--- config.mk ---
export PLATFORM = sky130hd
export DESIGN_NAME = slcr_regs
export DESIGN_NICKNAME = d
export VERILOG_FILES = /design/src/hdl/slcr_regs.v
export VERILOG_INCLUDE_DIRS = /design/src /design/src/common
export SDC_FILE = /design/constraint.sdc
export NUM_CORES = 1
export LEC_CHECK = 0
export ABC_AREA = 1
export BUFFER_PORTS_ARGS = -buffer_cell sky130_fd_sc_hd__buf_2
export CORE_ASPECT_RATIO = 1.4
export CORE_MARGIN = 1
export CORE_UTILIZATION = 35
export DETAILED_ROUTE_END_ITERATION = 16
export PLACE_DENSITY = 0.56
export SYNTH_ARGS = -nofsm -noshare
export SYNTH_HDL_FRONTEND = slang
export SYNTH_SLANG_ARGS = --single-unit
--- constraint.sdc ---
create_clock -name clk -period 2.6 [get_ports clk]
set_clock_uncertainty 0.15 [all_clocks]
set_input_delay 0.52 -clock clk [delete_from_list [all_inputs] [get_ports clk]]
set_output_delay 0.52 -clock clk [all_outputs]
set_load 0.02 [all_outputs]
--- src/common/slcr_consts.vh ---
`ifndef SLCR_CONSTS_VH
`define SLCR_CONSTS_VH
`define SLCR_ADDR_ID 6'h00
`define SLCR_ADDR_ENABLE 6'h01
`define SLCR_ADDR_SDO 6'h02
`define SLCR_ADDR_REF 6'h03
`define SLCR_ADDR_PRESC 6'h04
`define SLCR_ADDR_PFD 6'h05
`define SLCR_ADDR_PFDDEL 6'h06
`define SLCR_ADDR_GAIN 6'h07
`define SLCR_ADDR_TRIM 6'h08
`define SLCR_ADDR_FORCE 6'h09
`define SLCR_ADDR_RSVA 6'h0A
`define SLCR_ADDR_RSVB 6'h0B
`define SLCR_ADDR_RSVC 6'h0C
`define SLCR_ADDR_RSVD 6'h0D
`define SLCR_ADDR_RSVE 6'h0E
`define SLCR_ADDR_INT 6'h0F
`define SLCR_ADDR_FRAC 6'h10
`define SLCR_ADDR_SEED 6'h11
`define SLCR_RST_ENABLE 24'h00FE9B
`define SLCR_RST_SDO 2'h3
`define SLCR_RST_REF 17'h08001
`define SLCR_RST_PRESC 1'h0
`define SLCR_RST_PFD 3'h6
`define SLCR_RST_PFDDEL 3'h2
`define SLCR_RST_GAIN 10'h210
`define SLCR_RST_TRIM 18'h20400
`define SLCR_RST_FORCE 2'h0
`define SLCR_RST_RSVA 24'h000304
`define SLCR_RST_RSVB 24'h000000
`define SLCR_RST_RSVC 24'h000100
`define SLCR_RST_RSVD 24'h000020
`define SLCR_RST_RSVE 24'h000000
`define SLCR_RST_INT 16'h00C8
`define SLCR_RST_FRAC 24'h000000
`define SLCR_RST_SEED 24'h000000
`define SLCR_CHIP_ID 24'h00A5C3
`define SLCR_FRAME_BITS 6'h20
`define SLCR_ADDR_LAST 6'h07
`define SLCR_REF_EN_BIT 2
`define SLCR_RATIO_MSB 13
`define SLCR_REF_SEL_BIT 14
`define SLCR_REF_AUTO_BIT 15
`define SLCR_REF_SINE_BIT 16
`endif

--- src/hdl/slcr_regs.v ---
`timescale 1ns/1ns
`default_nettype none
`include "slcr_consts.vh"

module slcr_regs (
  // Clock and reset; clk is the serial port clock.
  input wire clk,
  input wire rst_b,
  // Serial port pins.
  input wire serial_port_select,
  input wire serial_in_pin,
  output reg lock_or_serial_out_pin,
  output reg lock_or_serial_out_oe,
  // Lock detect level muxed onto the shared pin outside a read while no force is set.
  input wire lock_detect,
  // Reference path controls.
  output reg [13:0] ref_divide_ratio,
  output reg ref_divider_used,
  output reg ref_sine_select,
  output reg [23:0] enable_word,
  // Prescaler and phase detector controls.
  output reg prescaler_duty_mode,
  output reg pfd_invert,
  output reg pfd_up_gate,
  output reg pfd_down_gate,
  output reg [2:0] pfd_delay,
  // Charge pump controls.
  output reg [4:0] pump_up_gain,
  output reg [4:0] pump_down_gain,
  output reg [3:0] pump_up_trim,
  output reg [3:0] pump_down_trim,
  output reg [3:0] pump_up_leak,
  output reg [3:0] pump_down_leak,
  output reg [1:0] pump_dummy_bias,
  output reg pump_force_up,
  output reg pump_force_down,
  // Modulator words.
  output reg [15:0] integer_divide_value,
  output reg [23:0] fraction_divide_value,
  output reg [23:0] modulator_start_seed
);

  // Frame states; one-hot.
  localparam [2:0] ST_IDLE = 3'b001;
  localparam [2:0] ST_ADDR = 3'b010;
  localparam [2:0] ST_DATA = 3'b100;

  reg [2:0] state_ff;
  reg [5:0] bit_cnt_ff;
  reg read_ff;
  reg [5:0] addr_ff;
  reg [23:0] shift_ff;
  reg [23:0] rd_shift_ff;
  reg [23:0] enable_ff;
  reg [1:0] sdo_force_ff;
  reg [16:0] ref_ff;
  reg presc_ff;
  reg [2:0] pfd_ff;
  reg [2:0] pfddel_ff;
  reg [9:0] gain_ff;
  reg [17:0] trim_ff;
  reg [1:0] force_ff;
  reg [23:0] rsva_ff;
  reg [23:0] rsvb_ff;
  reg [23:0] rsvc_ff;
  reg [23:0] rsvd_ff;
  reg [23:0] rsve_ff;
  reg [15:0] int_ff;
  reg [23:0] frac_ff;
  reg [23:0] seed_ff;
  reg [2:0] nxt_state;
  wire [23:0] wr_word;
  wire write_done;

  // Read-back mux; narrow registers sit low and unused bits read zero.
  function [23:0] read_mux;
    input [5:0] a;
    begin
      if (a == `SLCR_ADDR_ID) begin
        read_mux = `SLCR_CHIP_ID; // Identity value is arbitrary.
      end else if (a == `SLCR_ADDR_ENABLE) begin
        read_mux = enable_ff;
      end else if (a == `SLCR_ADDR_SDO) begin
        read_mux = {22'h000000, sdo_force_ff};
      end else if (a == `SLCR_ADDR_REF) begin
        read_mux = {7'h00, ref_ff};
      end else if (a == `SLCR_ADDR_PRESC) begin
        read_mux = {23'h000000, presc_ff};
      end else if (a == `SLCR_ADDR_PFD) begin
        read_mux = {21'h000000, pfd_ff};
      end else if (a == `SLCR_ADDR_PFDDEL) begin
        read_mux = {21'h000000, pfddel_ff};
      end else if (a == `SLCR_ADDR_GAIN) begin
        read_mux = {14'h0000, gain_ff};
      end else if (a == `SLCR_ADDR_TRIM) begin
        read_mux = {6'h00, trim_ff};
      end else if (a == `SLCR_ADDR_FORCE) begin
        read_mux = {22'h000000, force_ff};
      end else if (a == `SLCR_ADDR_RSVA) begin
        read_mux = rsva_ff;
      end else if (a == `SLCR_ADDR_RSVB) begin
        read_mux = rsvb_ff;
      end else if (a == `SLCR_ADDR_RSVC) begin
        read_mux = rsvc_ff;
      end else if (a == `SLCR_ADDR_RSVD) begin
        read_mux = rsvd_ff;
      end else if (a == `SLCR_ADDR_RSVE) begin
        read_mux = rsve_ff;
      end else if (a == `SLCR_ADDR_INT) begin
        read_mux = {8'h00, int_ff};
      end else if (a == `SLCR_ADDR_FRAC) begin
        read_mux = frac_ff;
      end else if (a == `SLCR_ADDR_SEED) begin
        read_mux = seed_ff;
      end else begin
        read_mux = 24'h000000;
      end
    end
  endfunction

  // Frame sequencer: one bit per rising edge while select is high.
  always @* begin
    nxt_state = state_ff;
    case (state_ff)
      ST_IDLE: begin
        if (serial_port_select) begin
          nxt_state = ST_ADDR;
        end
      end
      ST_ADDR: begin
        if (!serial_port_select) begin
          nxt_state = ST_IDLE;
        end else if (bit_cnt_ff == `SLCR_ADDR_LAST) begin
          nxt_state = ST_DATA;
        end
      end
      ST_DATA: begin
        if (!serial_port_select || bit_cnt_ff == `SLCR_FRAME_BITS) begin
          nxt_state = ST_IDLE;
        end
      end
      default: begin
        nxt_state = ST_IDLE;
      end
    endcase
  end

  // Data bits arrive on edges 8 to 31; the 32nd edge only completes the frame.
  // Committing the held word there keeps a stray bit on the data line out of it.
  assign wr_word = shift_ff;
  assign write_done = (state_ff == ST_DATA) && serial_port_select && !read_ff &&
                      (bit_cnt_ff == `SLCR_FRAME_BITS);

  // Shift machinery; bit_cnt_ff holds the frame number of the rising edge being taken.
  always @(posedge clk or negedge rst_b) begin
    if (!rst_b) begin
      state_ff <= ST_IDLE;
      bit_cnt_ff <= 6'h00;
      read_ff <= 1'b0;
      addr_ff <= 6'h00;
      shift_ff <= 24'h000000;
      rd_shift_ff <= 24'h000000;
    end else begin
      state_ff <= nxt_state;
      if (state_ff == ST_IDLE) begin
        bit_cnt_ff <= 6'h02;
        read_ff <= serial_in_pin;
        addr_ff <= 6'h00;
      end else begin
        bit_cnt_ff <= bit_cnt_ff + 6'h01;
      end
      if (state_ff == ST_ADDR) begin
        addr_ff <= {addr_ff[4:0], serial_in_pin};
      end
      if (state_ff == ST_DATA) begin
        shift_ff <= {shift_ff[22:0], serial_in_pin};
      end
      // Load the read word as the last address bit arrives, then shift MSB first.
      if (state_ff == ST_ADDR && bit_cnt_ff == `SLCR_ADDR_LAST) begin
        rd_shift_ff <= read_mux({addr_ff[4:0], serial_in_pin});
      end else if (state_ff == ST_DATA) begin
        rd_shift_ff <= {rd_shift_ff[22:0], 1'b0};
      end
    end
  end

  // Register file; a frame cut short never reaches write_done.
  always @(posedge clk or negedge rst_b) begin
    if (!rst_b) begin
      enable_ff <= `SLCR_RST_ENABLE;
      sdo_force_ff <= `SLCR_RST_SDO;
      ref_ff <= `SLCR_RST_REF;
      presc_ff <= `SLCR_RST_PRESC;
      pfd_ff <= `SLCR_RST_PFD;
      pfddel_ff <= `SLCR_RST_PFDDEL;
      gain_ff <= `SLCR_RST_GAIN;
      trim_ff <= `SLCR_RST_TRIM;
      force_ff <= `SLCR_RST_FORCE;
      rsva_ff <= `SLCR_RST_RSVA;
      rsvb_ff <= `SLCR_RST_RSVB;
      rsvc_ff <= `SLCR_RST_RSVC;
      rsvd_ff <= `SLCR_RST_RSVD;
      rsve_ff <= `SLCR_RST_RSVE;
      int_ff <= `SLCR_RST_INT;
      frac_ff <= `SLCR_RST_FRAC;
      seed_ff <= `SLCR_RST_SEED;
    end else if (write_done) begin
      if (addr_ff == `SLCR_ADDR_ENABLE) begin
        enable_ff <= wr_word;
      end else if (addr_ff == `SLCR_ADDR_SDO) begin
        sdo_force_ff <= wr_word[1:0];
      end else if (addr_ff == `SLCR_ADDR_REF) begin
        ref_ff <= wr_word[16:0];
      end else if (addr_ff == `SLCR_ADDR_PRESC) begin
        presc_ff <= wr_word[0];
      end else if (addr_ff == `SLCR_ADDR_PFD) begin
        pfd_ff <= wr_word[2:0];
      end else if (addr_ff == `SLCR_ADDR_PFDDEL) begin
        pfddel_ff <= wr_word[2:0];
      end else if (addr_ff == `SLCR_ADDR_GAIN) begin
        gain_ff <= wr_word[9:0];
      end else if (addr_ff == `SLCR_ADDR_TRIM) begin
        trim_ff <= wr_word[17:0];
      end else if (addr_ff == `SLCR_ADDR_FORCE) begin
        force_ff <= wr_word[1:0];
      end else if (addr_ff == `SLCR_ADDR_RSVA) begin
        rsva_ff <= wr_word;
      end else if (addr_ff == `SLCR_ADDR_RSVB) begin
        rsvb_ff <= wr_word;
      end else if (addr_ff == `SLCR_ADDR_RSVC) begin
        rsvc_ff <= wr_word;
      end else if (addr_ff == `SLCR_ADDR_RSVD) begin
        rsvd_ff <= wr_word;
      end else if (addr_ff == `SLCR_ADDR_RSVE) begin
        rsve_ff <= wr_word;
      end else if (addr_ff == `SLCR_ADDR_INT) begin
        int_ff <= wr_word[15:0];
      end else if (addr_ff == `SLCR_ADDR_FRAC) begin
        frac_ff <= wr_word;
      end else if (addr_ff == `SLCR_ADDR_SEED) begin
        seed_ff <= wr_word;
      end
    end
  end

  // Shared pin: force first, then read data while a read frame runs, else lock detect.
  // Read bits leave on rising edges 8 to 31, so the host takes each on the falling edge after.
  always @(posedge clk or negedge rst_b) begin
    if (!rst_b) begin
      lock_or_serial_out_pin <= 1'b0;
      lock_or_serial_out_oe <= 1'b0;
    end else begin
      if (sdo_force_ff[1]) begin
        lock_or_serial_out_pin <= sdo_force_ff[0];
      end else if (read_ff && state_ff == ST_DATA && nxt_state == ST_DATA) begin
        lock_or_serial_out_pin <= rd_shift_ff[23];
      end else begin
        lock_or_serial_out_pin <= lock_detect;
      end
      lock_or_serial_out_oe <= 1'b1;
    end
  end

  // Reference path controls; they follow the registers by one edge.
  // A zero ratio is the host's fault; the auto path then still uses the divider.
  always @(posedge clk or negedge rst_b) begin
    if (!rst_b) begin
      ref_divide_ratio <= 14'h0001;
      ref_divider_used <= 1'b0;
      ref_sine_select <= 1'b0;
      enable_word <= `SLCR_RST_ENABLE;
    end else begin
      ref_divide_ratio <= ref_ff[`SLCR_RATIO_MSB:0];
      if (!enable_ff[`SLCR_REF_EN_BIT]) begin
        ref_divider_used <= 1'b0;
      end else if (ref_ff[`SLCR_REF_AUTO_BIT]) begin
        ref_divider_used <= (ref_ff[`SLCR_RATIO_MSB:0] != 14'h0001);
      end else begin
        ref_divider_used <= ref_ff[`SLCR_REF_SEL_BIT];
      end
      ref_sine_select <= ref_ff[`SLCR_REF_SINE_BIT];
      enable_word <= enable_ff;
    end
  end

  // Prescaler and phase detector controls.
  always @(posedge clk or negedge rst_b) begin
    if (!rst_b) begin
      prescaler_duty_mode <= 1'b0;
      pfd_invert <= 1'b0;
      pfd_up_gate <= 1'b1;
      pfd_down_gate <= 1'b1;
      pfd_delay <= `SLCR_RST_PFDDEL;
    end else begin
      prescaler_duty_mode <= presc_ff;
      pfd_invert <= pfd_ff[0];
      pfd_up_gate <= pfd_ff[1];
      pfd_down_gate <= pfd_ff[2];
      pfd_delay <= pfddel_ff;
    end
  end

  // Charge pump controls; one direction bit feeds both forces, so they never rise together.
  always @(posedge clk or negedge rst_b) begin
    if (!rst_b) begin
      pump_up_gain <= 5'h10;
      pump_down_gain <= 5'h10;
      pump_up_trim <= 4'h0;
      pump_down_trim <= 4'h0;
      pump_up_leak <= 4'h4;
      pump_down_leak <= 4'h0;
      pump_dummy_bias <= 2'h2;
      pump_force_up <= 1'b0;
      pump_force_down <= 1'b0;
    end else begin
      pump_up_gain <= gain_ff[4:0];
      pump_down_gain <= gain_ff[9:5];
      pump_up_trim <= trim_ff[3:0];
      pump_down_trim <= trim_ff[7:4];
      pump_up_leak <= trim_ff[11:8];
      pump_down_leak <= trim_ff[15:12];
      pump_dummy_bias <= trim_ff[17:16];
      pump_force_up <= force_ff[0] & ~force_ff[1];
      pump_force_down <= force_ff[0] & force_ff[1];
    end
  end

  // Modulator words.
  // They move only after a complete frame has loaded the register behind them.
  always @(posedge clk or negedge rst_b) begin
    if (!rst_b) begin
      integer_divide_value <= `SLCR_RST_INT;
      fraction_divide_value <= `SLCR_RST_FRAC;
      modulator_start_seed <= `SLCR_RST_SEED;
    end else begin
      integer_divide_value <= int_ff;
      fraction_divide_value <= frac_ff;
      modulator_start_seed <= seed_ff;
    end
  end

endmodule // slcr_regs

`default_nettype wire
======== Word level (Yosys, flattened, before mapping) ========
Index checks and enable logic that the tools add are counted.
operators by class
  equality and inequality tests ........... 41
  add/subtract/negate cells ............... 1
  reductions and logical operators ........ 29
  mux-type cells .......................... 32
  bitwise gates (word level) .............. 19
operators by type and width
  kind                   count
  $mux W24               20
  $eq A6 B4 Y1 const B   16
  $eq A6 B3 Y1 const B   9
  $eq A6 B2 Y1 const B   4
  $eq A6 B5 Y1 const B   4
  $mux W6                3
  $reduce_and A18 Y1     1
  $not A1 Y1             17
  $reduce_and A17 Y1     1
  $reduce_and A16 Y1     1
  $reduce_and A15 Y1     1
  $ne A14 B1 Y1 const B  1
  $reduce_and A14 Y1     1
  $reduce_and A13 Y1     1
  $eq A6 B1 Y1 const B   2
  $mux W3                4
  $reduce_and A12 Y1     1
  $reduce_and A11 Y1     1
  $reduce_and A10 Y1     1
  $pmux W3 S3            1
  $reduce_and A9 Y1      1
  $reduce_and A8 Y1      1
  $reduce_and A7 Y1      1
  $add A6 B1 Y6 const B  1
  other kinds (16)       28
word-level totals
  bits of input ports ..................... 5
  logic and storage cells ................. 168
  output and inout bits ................... 143
  register bits after elaboration ......... 471

======== Depth between registers and ports, before layout ========
Gate-level depths: netlist of the first run.
  word-level depth ........................ 20
  depth in mapped cells ................... 17
  mapped depth without buffers ............ 17

======== Worst setup path before layout of the first run ========
No wires, ideal clock.
  path type ............................... flip-flop to flip-flop
  start ................................... reg bit_cnt_ff[0]
  end ..................................... reg rsvc_ff[7]
  clock period less this slack ............ 1984 ps
  path slack .............................. 616 ps
  setup time .............................. 133 ps
  data required time ...................... 2317 ps
  arrival ................................. 1701 ps
  buffers on the path ..................... 2
  stages on the path, launching flop included .. 12
  cell sequence ........................... dfrtp_1 inv_1 ha_1 nand4_1 nor3_2 o21ai_1 nor3_1 nand2_1 buf_2 buf_2 nand2_1 o21ai_0
between the ends
  cells in the longest elaborated chain, start to end .. 3
ends and longest elaborated chain
  item                          line             text
  start, declared               slcr_regs.v:49   reg [5:0] bit_cnt_ff;
  start signal, assigned        slcr_regs.v:170  bit_cnt_ff <= bit_cnt_ff + 6'h01;
  $eq A6 B6 Y1 (no line)        n/a
  $logic_and A1 B1 Y1           slcr_regs.v:151  assign write_done = (state_ff == ST_DATA) && serial_port_select && !read_ff &&
  $reduce_and A13 Y1 (no line)  n/a
  end signal, assigned          slcr_regs.v:201  rsvc_ff <= `SLCR_RST_RSVC;
  end signal, assigned          slcr_regs.v:231  rsvc_ff <= wr_word;
  end, declared                 slcr_regs.v:65   reg [23:0] rsvc_ff;
Every way passes these cells.
A chain may end at the register's enable or synchronous reset.

======== Worst setup path in the final report of the first run ========
  start ................................... reg bit_cnt_ff[0]
  end ..................................... reg trim_ff[13]
between the ends
  cells in the longest elaborated chain, start to end .. 3
ends and longest elaborated chain
  item                         line             text
  $eq A6 B6 Y1 (no line)       n/a
  $logic_and A1 B1 Y1          slcr_regs.v:151
  $reduce_and A9 Y1 (no line)  n/a
  end signal, assigned         slcr_regs.v:197  trim_ff <= `SLCR_RST_TRIM;
  end signal, assigned         slcr_regs.v:223  trim_ff <= wr_word[17:0];
  end, declared                slcr_regs.v:61   reg [17:0] trim_ff;
Every way passes these cells.

==> results.yml, run 1 <==
critical_path:
  end_kind: "flop"
  path_max_fanout: 36
  crit_path_start_kind: "flop"
  worstSetupPathType: "flop to flop"
  cp_data_arrival_time_ns: 2.58
  critical_path_required_ns: 2.86
place:
  port_buffers: 147
  finalWeightedCongestion: 0.845
  placed_cells: 2584
  dpl.hpwl_um: 32700
timing:
  fin_crit_ns: 2.32
  max_freq_ghz: 0.431
  worst_pin_slew_ns: 0.657
  slew_violations: 0
  setup_tns_ns: 0
  report.final.hold_viol_count: 0
  setup_viol: 0
  grt_setup_unrepaired: "no"
  hold_slack_ns: 0.0306
  slew-limit-headroom_pct: 56.2
  period_share_pct: 89.3
global_route:
  grt_pass1_vias: 13200
  grt_max_degree: 97
  track_usage_pct: 18.4
  grt_pass1_wl_um: 76800
  overflow: 0
  antenna_found_initial: 0
floorplanning:
  die_w_um: 194
  start_util_pct: 35.4
  core_um2: 50900
  die_area_um2: 52400
  die_y_um: 270
  num_rows: 98
  io_pins: 148
yosys:
  synth-seq-area-share_pct: 65.8
  syn_nets: 1845
  netlist_area_um2: 18000
  ys_ff_latch: 471
  syn_area_per_cell_um2: 9.80
  synthCells: 1838
  synth.distinct_cells: 42
  yosys_warnings: 0
finish:
  layout-drive-gt1-share_pct: 18.3
  multiInputGateArea_um2: 5410
  syn_to_final_growth_pct: 19.0
  ff_latch_area_um2: 11900
  fillers: 4930
  fin_nets: 1990
  final_cells: 2671
  n_antenna_cell: 0
power_and_ir_drop:
  ir_worst_vdd_uv: 500
  power_density_nw_per_um2: 764
  leakage_nw: 10.2
detailed_routing:
  routed_wl_um: 47200
  drc: 0
  ant_nets: 0
  num_vias: 13100
  dr.first_iter.drc_count: 934
  avgRoutedWirePerCell_um: 17.7
  drt_pass1_iterations: 6
  post_drt_via_cell_ratio: 4.90
clock_tree:
  cts_tree: "done"
  cts_buffer_depth: 3
  clockRootBuffer: "clkbuf_16"
  clk_latency_ns: 0.56
  clkSinkCount: 471
  h-tree-depth: 2
  cts_setup_buffers: 0
  numCtsBuffers: 46
  cts.reportedPaths.clkPinSlew_ns: 0.07
min_path:
  min_path_type: "primary input to flop"
flow_run:
  maxCapViolCount: 0
status:
  status: "completed"
[layout by cell type (no fill, tap or decap), drive strengths merged]
| master | synthesis | layout |
|---|---|---|
| o22ai | 11 | 11 |
| xnor2 | 1 | 1 |
| o2111ai | 1 | 1 |
| clkinv | 1 | 12 |
| inv | 73 | 75 |
| o21ai | 349 | 349 |
| nand4 | 20 | 20 |
| dlygate4sd3 | 0 | 1 |
| a211o | 1 | 1 |
| nand3 | 54 | 54 |
| a21oi | 70 | 70 |
| bufinv | 0 | 9 |
| or2 | 12 | 12 |
| nand3b | 3 | 3 |
| a22oi | 6 | 6 |
| o221ai | 1 | 1 |
| a31oi | 1 | 1 |
| a41oi | 1 | 1 |
| and3 | 1 | 1 |
| conb | 1 | 1 |
| dfstp | 55 | 55 |
| buf | 45 | 200 |
| nor4b | 1 | 1 |
| nor4 | 3 | 3 |
| clkinvlp | 0 | 3 |
| clkbuf | 59 | 61 |
| a221oi | 5 | 5 |
| dfrtp | 416 | 416 |
| o211ai | 2 | 2 |
| nor3 | 13 | 13 |
| nor2 | 73 | 73 |
| ha | 2 | 2 |
| nand2 | 557 | 557 |
[critical path: stages (launching register included)]
cell and delay, ns:
dfrtp_1 0.40, inv_1 0.08, ha_1 0.15, nand4_1 0.16, nor3_2 0.27, buf_4 0.22
nand3b_1 0.09, inv_1 0.08, nand4_2 0.08, buf_4 0.27, nand2_1 0.10, o21ai_0 0.09
[layout make-up]
class	count	area share, %
clock buffer	61	6.26
clock inverter	25	1.75
inverter	74	1.30
multi-input combinational	1189	25.2
sequential	471	55.3
tap	650	3.80
timing repair buffer	201	6.32
[report_power, final]
group	total [mW]	switching, mW	internal, mW	leakage (nW)
Sequential	7.77	0.171	7.60	6.28
Combinational	1.16	0.855	0.301	3.05
Clock	7.45	2.90	4.55	0.842
Total	16.4	3.93	12.4	10.2
[what timing repair did]
action | 4_1_cts | 5_1_grt
hold buffers | 1 | 0
gates resized for setup | 0 | 3
endpoints found under the hold margin | 25 | 0
setup endpoints to repair | 0 | 5
[sequential cells by signal (all words and copies together) (netlist names), 5 cells and up]
| register | cells |
|---|---|
| modulator_start_seed | 24 |
| enable_ff | 24 |
| fraction_divide_value | 24 |
| pump_up_gain | 5 |
| frac_ff | 24 |
| pump_down_gain | 5 |
| rsvc_ff | 24 |
| rsvd_ff | 24 |
| gain_ff | 10 |
| trim_ff | 18 |
| addr_ff | 6 |
| seed_ff | 24 |
| ref_ff | 17 |
| shift_ff | 24 |
| ref_divide_ratio | 14 |
| rsve_ff | 24 |
| enable_word | 24 |
| int_ff | 16 |
| integer_divide_value | 16 |
| rd_shift_ff | 24 |
| rsvb_ff | 24 |
| rsva_ff | 24 |
| bit_cnt_ff | 6 |
[stage by stage]
stage	power, mW	area [um2]	utilization (%)	setup slack (ns)
5_1_grt	17.0	21400	42.1	0.0207
6_report	16.4	21400	42.1	0.279
2_1_floorplan	8.51	18000	-	0.616
4_1_cts	16.6	21400	42.1	0.197
3_5_place_dp	9.07	19700	38.7	0.157
3_3_place_gp	9.04	19700	38.7	0.187
[cells by family after synthesis]
family | after synthesis | synth area share, %
AO/OA/AOI/OAI | 448 | 12.9
adder cells (fa/ha/maj) | 2 | 0.139
AND/OR/NAND/NOR | 737 | 16.9
XOR/XNOR | 1 | 0.0486
buffers and inverters | 178 | 4.18
other | 1 | 0.0208
flip-flops | 471 | 65.8
[metal layers]
layer	GRT usage (%)	vias to the layer above	wire, um
met4	5.60	0	1170
met3	2.37	65	1910
met1	25.6	6364	21900
li1	-	6336	-
met5	0	-	0
met2	30.0	313	22200
[cells in the mapped netlist, drive strengths merged]
| library cell | count | share of area (%) |
|---|---|---|
| a211o | 1 | 0.049 |
| a21oi | 70 | 2.0 |
| a221oi | 5 | 0.24 |
| a22oi | 6 | 0.25 |
| a31oi | 1 | 0.035 |
| a41oi | 1 | 0.049 |
| and3 | 1 | 0.035 |
| buf | 45 | 1.4 |
| clkbuf | 59 | 1.2 |
| clkinv | 1 | 0.021 |
| conb | 1 | 0.021 |
| dfrtp | 416 | 58 |
| dfstp | 55 | 8.0 |
| ha | 2 | 0.14 |
| inv | 73 | 1.5 |
| nand2 | 557 | 12 |
| nand3 | 54 | 1.5 |
| nand3b | 3 | 0.13 |
| nand4 | 20 | 0.73 |
| nor2 | 73 | 1.9 |
| nor3 | 13 | 0.42 |
| nor4 | 3 | 0.10 |
| nor4b | 1 | 0.049 |
| o2111ai | 1 | 0.049 |
| o211ai | 2 | 0.083 |
| o21ai | 349 | 9.7 |
| o221ai | 1 | 0.049 |
| o22ai | 11 | 0.38 |
| or2 | 12 | 0.42 |
| xnor2 | 1 | 0.049 |
[path summary, 6_finish.rpt]
| check | startpoint | end | slack (ns) | cells past startpoint |
|---|---|---|---|---|
| hold reg to reg | pfd_ff[2]$_DFFE_PN1P_ | pfd_down_gate$_DFF_PN1_ | 0.23 | 0 |
| setup reg to reg | bit_cnt_ff[0]$_DFF_PN0_ | trim_ff[13]$_DFFE_PN0P_ | 0.28 | 11 |
| hold / removal | serial_port_select | state_ff[0]$_DFF_PN1_ | 0.03 | 2 |
| min in group asynchronous | rst_b | rd_shift_ff[20]$_DFFE_PN0P_ | 0.30 | 2 |
| setup / recovery | bit_cnt_ff[0]$_DFF_PN0_ | trim_ff[13]$_DFFE_PN0P_ | 0.28 | 11 |
| max in group asynchronous | rst_b | integer_divide_value[7]$_DFF_PN1_ | 1.16 | 3 |
Power figures use the tool's default switching activity.
==> run 2, diff against run 1 <==
- REMOVE_ABC_BUFFERS: not set -> 1
==> run 2 against run 1 <==
Clock power shrank 3.4%; highest routed layer unchanged; die area is the same; largest cell class unchanged; sequential share of layout area shrank 0.12 points.
==> results.yml, run 2 (synthesis results as in run 1) <==
critical_path:
  end_kind: "flop"
  worstSetupPathType: "flop to flop"
  rr_worst_depth: 13
  cp_data_arrival_time_ns: 2.75
  crit_path_start_kind: "flop"
  reg2reg_from: "addr_ff[4]$_DFFE_PN0P_"
  r2r-end: "rd_shift_ff[18]$_DFFE_PN0P_"
  critical_path_required_ns: 2.93
  r2r_slack_ns: 0.18
  path_max_fanout: 10
detailed_routing:
  avgRoutedWirePerCell_um: 18.8
  num_vias: 13200
  drt_pass1_iterations: 5
  post_drt_via_cell_ratio: 4.94
  drc: 0
  routed_wl_um: 50400
  dr.first_iter.drc_count: 890
  ant_nets: 0
floorplanning:
  start_util_pct: 35.4
  core_um2: 50900
  io_pins: 148
  die_area_um2: 52400
  die_w_um: 194
  die_y_um: 270
  num_rows: 98
place:
  dpl.hpwl_um: 35100
  finalWeightedCongestion: 0.847
  port_buffers: 147
  placed_cells: 2592
finish:
  n_antenna_cell: 0
  fillers: 4940
  fin_nets: 2002
  syn_to_final_growth_pct: 19.2
  layout_commonest_cell: "nand2_1"
  mostFrequentLayoutCells: "nand2_1, dfrtp_1, o21ai_0"
  layout-drive-gt1-share_pct: 18.7
  final_cells: 2683
timing:
  hold_slack_ns: 0.227
  slew_violations: 0
  slew-limit-headroom_pct: 50.3
  worst_pin_slew_ns: 0.744
  report.final.hold_viol_count: 0
  fin_crit_ns: 2.42
  grt_setup_unrepaired: "no"
  period_share_pct: 93.1
  setup_tns_ns: 0
  max_freq_ghz: 0.413
  setup_viol: 0
min_path:
  min_path_type: "flop to flop"
  min_from: "enable_ff[9]$_DFFE_PN1P_"
  holdPathStages: 0
  holdPathEnd: "enable_word[9]$_DFF_PN1_"
power_and_ir_drop:
  ir_worst_vdd_uv: 409
  power_switching_mw: 4.05
  internal-power_mw: 12.1
  seq_power_share_pct: 48.0
  power_density_nw_per_um2: 754
  leakage_nw: 10.2
  power.share.clock_pct: 44.5
  comb_power_share_pct: 7.5
  finalPower_mw: 16.2
  sw_frac_of_total_pct: 25.0
global_route:
  overflow: 0
  grt_pass1_vias: 13600
  grt_max_degree: 95
  antenna_found_initial: 0
  grt_pass1_wl_um: 79500
  track_usage_pct: 19.6
flow_run:
  maxCapViolCount: 0
clock_tree:
  clkSinkCount: 471
  cts_buffer_depth: 3
  clk_latency_ns: 0.56
  cts_tree: "done"
  cts.reportedPaths.clkPinSlew_ns: 0.06
  clockRootBuffer: "clkbuf_16"
  h-tree-depth: 2
  numCtsBuffers: 46
status:
  status: "completed"
## run 2: how the worst max path moves through the flow
| stage | from | end | slack [ns] | depth (start not counted) |
|---|---|---|---|---|
| after global placement | serial_in_pin | rd_shift_ff[2]$_DFFE_PN0P_ | 0.007 | 16 |
| after global routing | addr_ff[4]$_DFFE_PN0P_ | rd_shift_ff[4]$_DFFE_PN0P_ | 0.03 | 14 |
| after detailed placement | serial_in_pin | rd_shift_ff[2]$_DFFE_PN0P_ | 0.009 | 16 |
| after CTS | addr_ff[4]$_DFFE_PN0P_ | rd_shift_ff[18]$_DFFE_PN0P_ | 0.07 | 13 |
| final | addr_ff[4]$_DFFE_PN0P_ | rd_shift_ff[18]$_DFFE_PN0P_ | 0.18 | 13 |
| after floorplan | state_ff[1]$_DFF_PN0_ | rsva_ff[2]$_DFFE_PN1P_ | -2.53 | 7 |
## run 2: power by group through the flow
stage | Clock (mW) | Sequential (mW) | Combinational, mW
after global placement | 0 | 7.88 | 1.20
after CTS | 7.38 | 7.76 | 1.23
after global routing | 7.69 | 7.79 | 1.35
after floorplan | 0 | 7.85 | 0.626
after detailed placement | 0 | 7.89 | 1.22
final | 7.20 | 7.77 | 1.21
## run 2: through the flow
step / util (%) / setup WS, ns / area (um2)
after detailed placement: 38.8 / 0.00927 / 19700
after CTS: 42.1 / 0.0697 / 21400
after global placement: 38.8 / 0.00699 / 19700
after global routing: 42.2 / 0.0258 / 21500
final: 42.2 / 0.180 / 21500
after floorplan: - / -2.53 / 17500
## run 2: area by class of cell
class / count / area, um2 / area share [%]
multi-input cells: 1189 / 5430 / 25.3
clock inverters: 29 / 369 / 1.72
inverters: 74 / 280 / 1.31
well taps: 650 / 813 / 3.79
flip-flops and latches: 471 / 11900 / 55.2
clock buffers: 57 / 1280 / 5.94
repair buffers: 213 / 1450 / 6.75
## run 2: timing repair
item | 4_1_cts | 5_1_grt
setup buffers | 0 | 3
hold endpoints to repair | 30 | 0
hold buffers | 2 | 0
endpoints found under the setup margin | 0 | 52
resized for setup | 0 | 9
## run 2: per-layer routing
| metal | track usage (%) | wire length [um] |
|---|---|---|
| met1 | 23.2 | 20200 |
| met2 | 36.3 | 27000 |
| met3 | 2.32 | 1620 |
| met4 | 7.24 | 1590 |
| met5 | 0 | 0 |
## run 2: worst max-delay path, stage by stage, from the launching register on
cell and delay, ns:
dfrtp_1 0.43, nor2_4 0.19, nand2_2 0.11, inv_2 0.09, nand2_2 0.12, nor2_4 0.21
buf_12 0.15, buf_4 0.19, a21oi_1 0.09, nand3_1 0.13, o21ai_0 0.14, a21oi_1 0.15
a21oi_1 0.05, o21ai_1 0.13
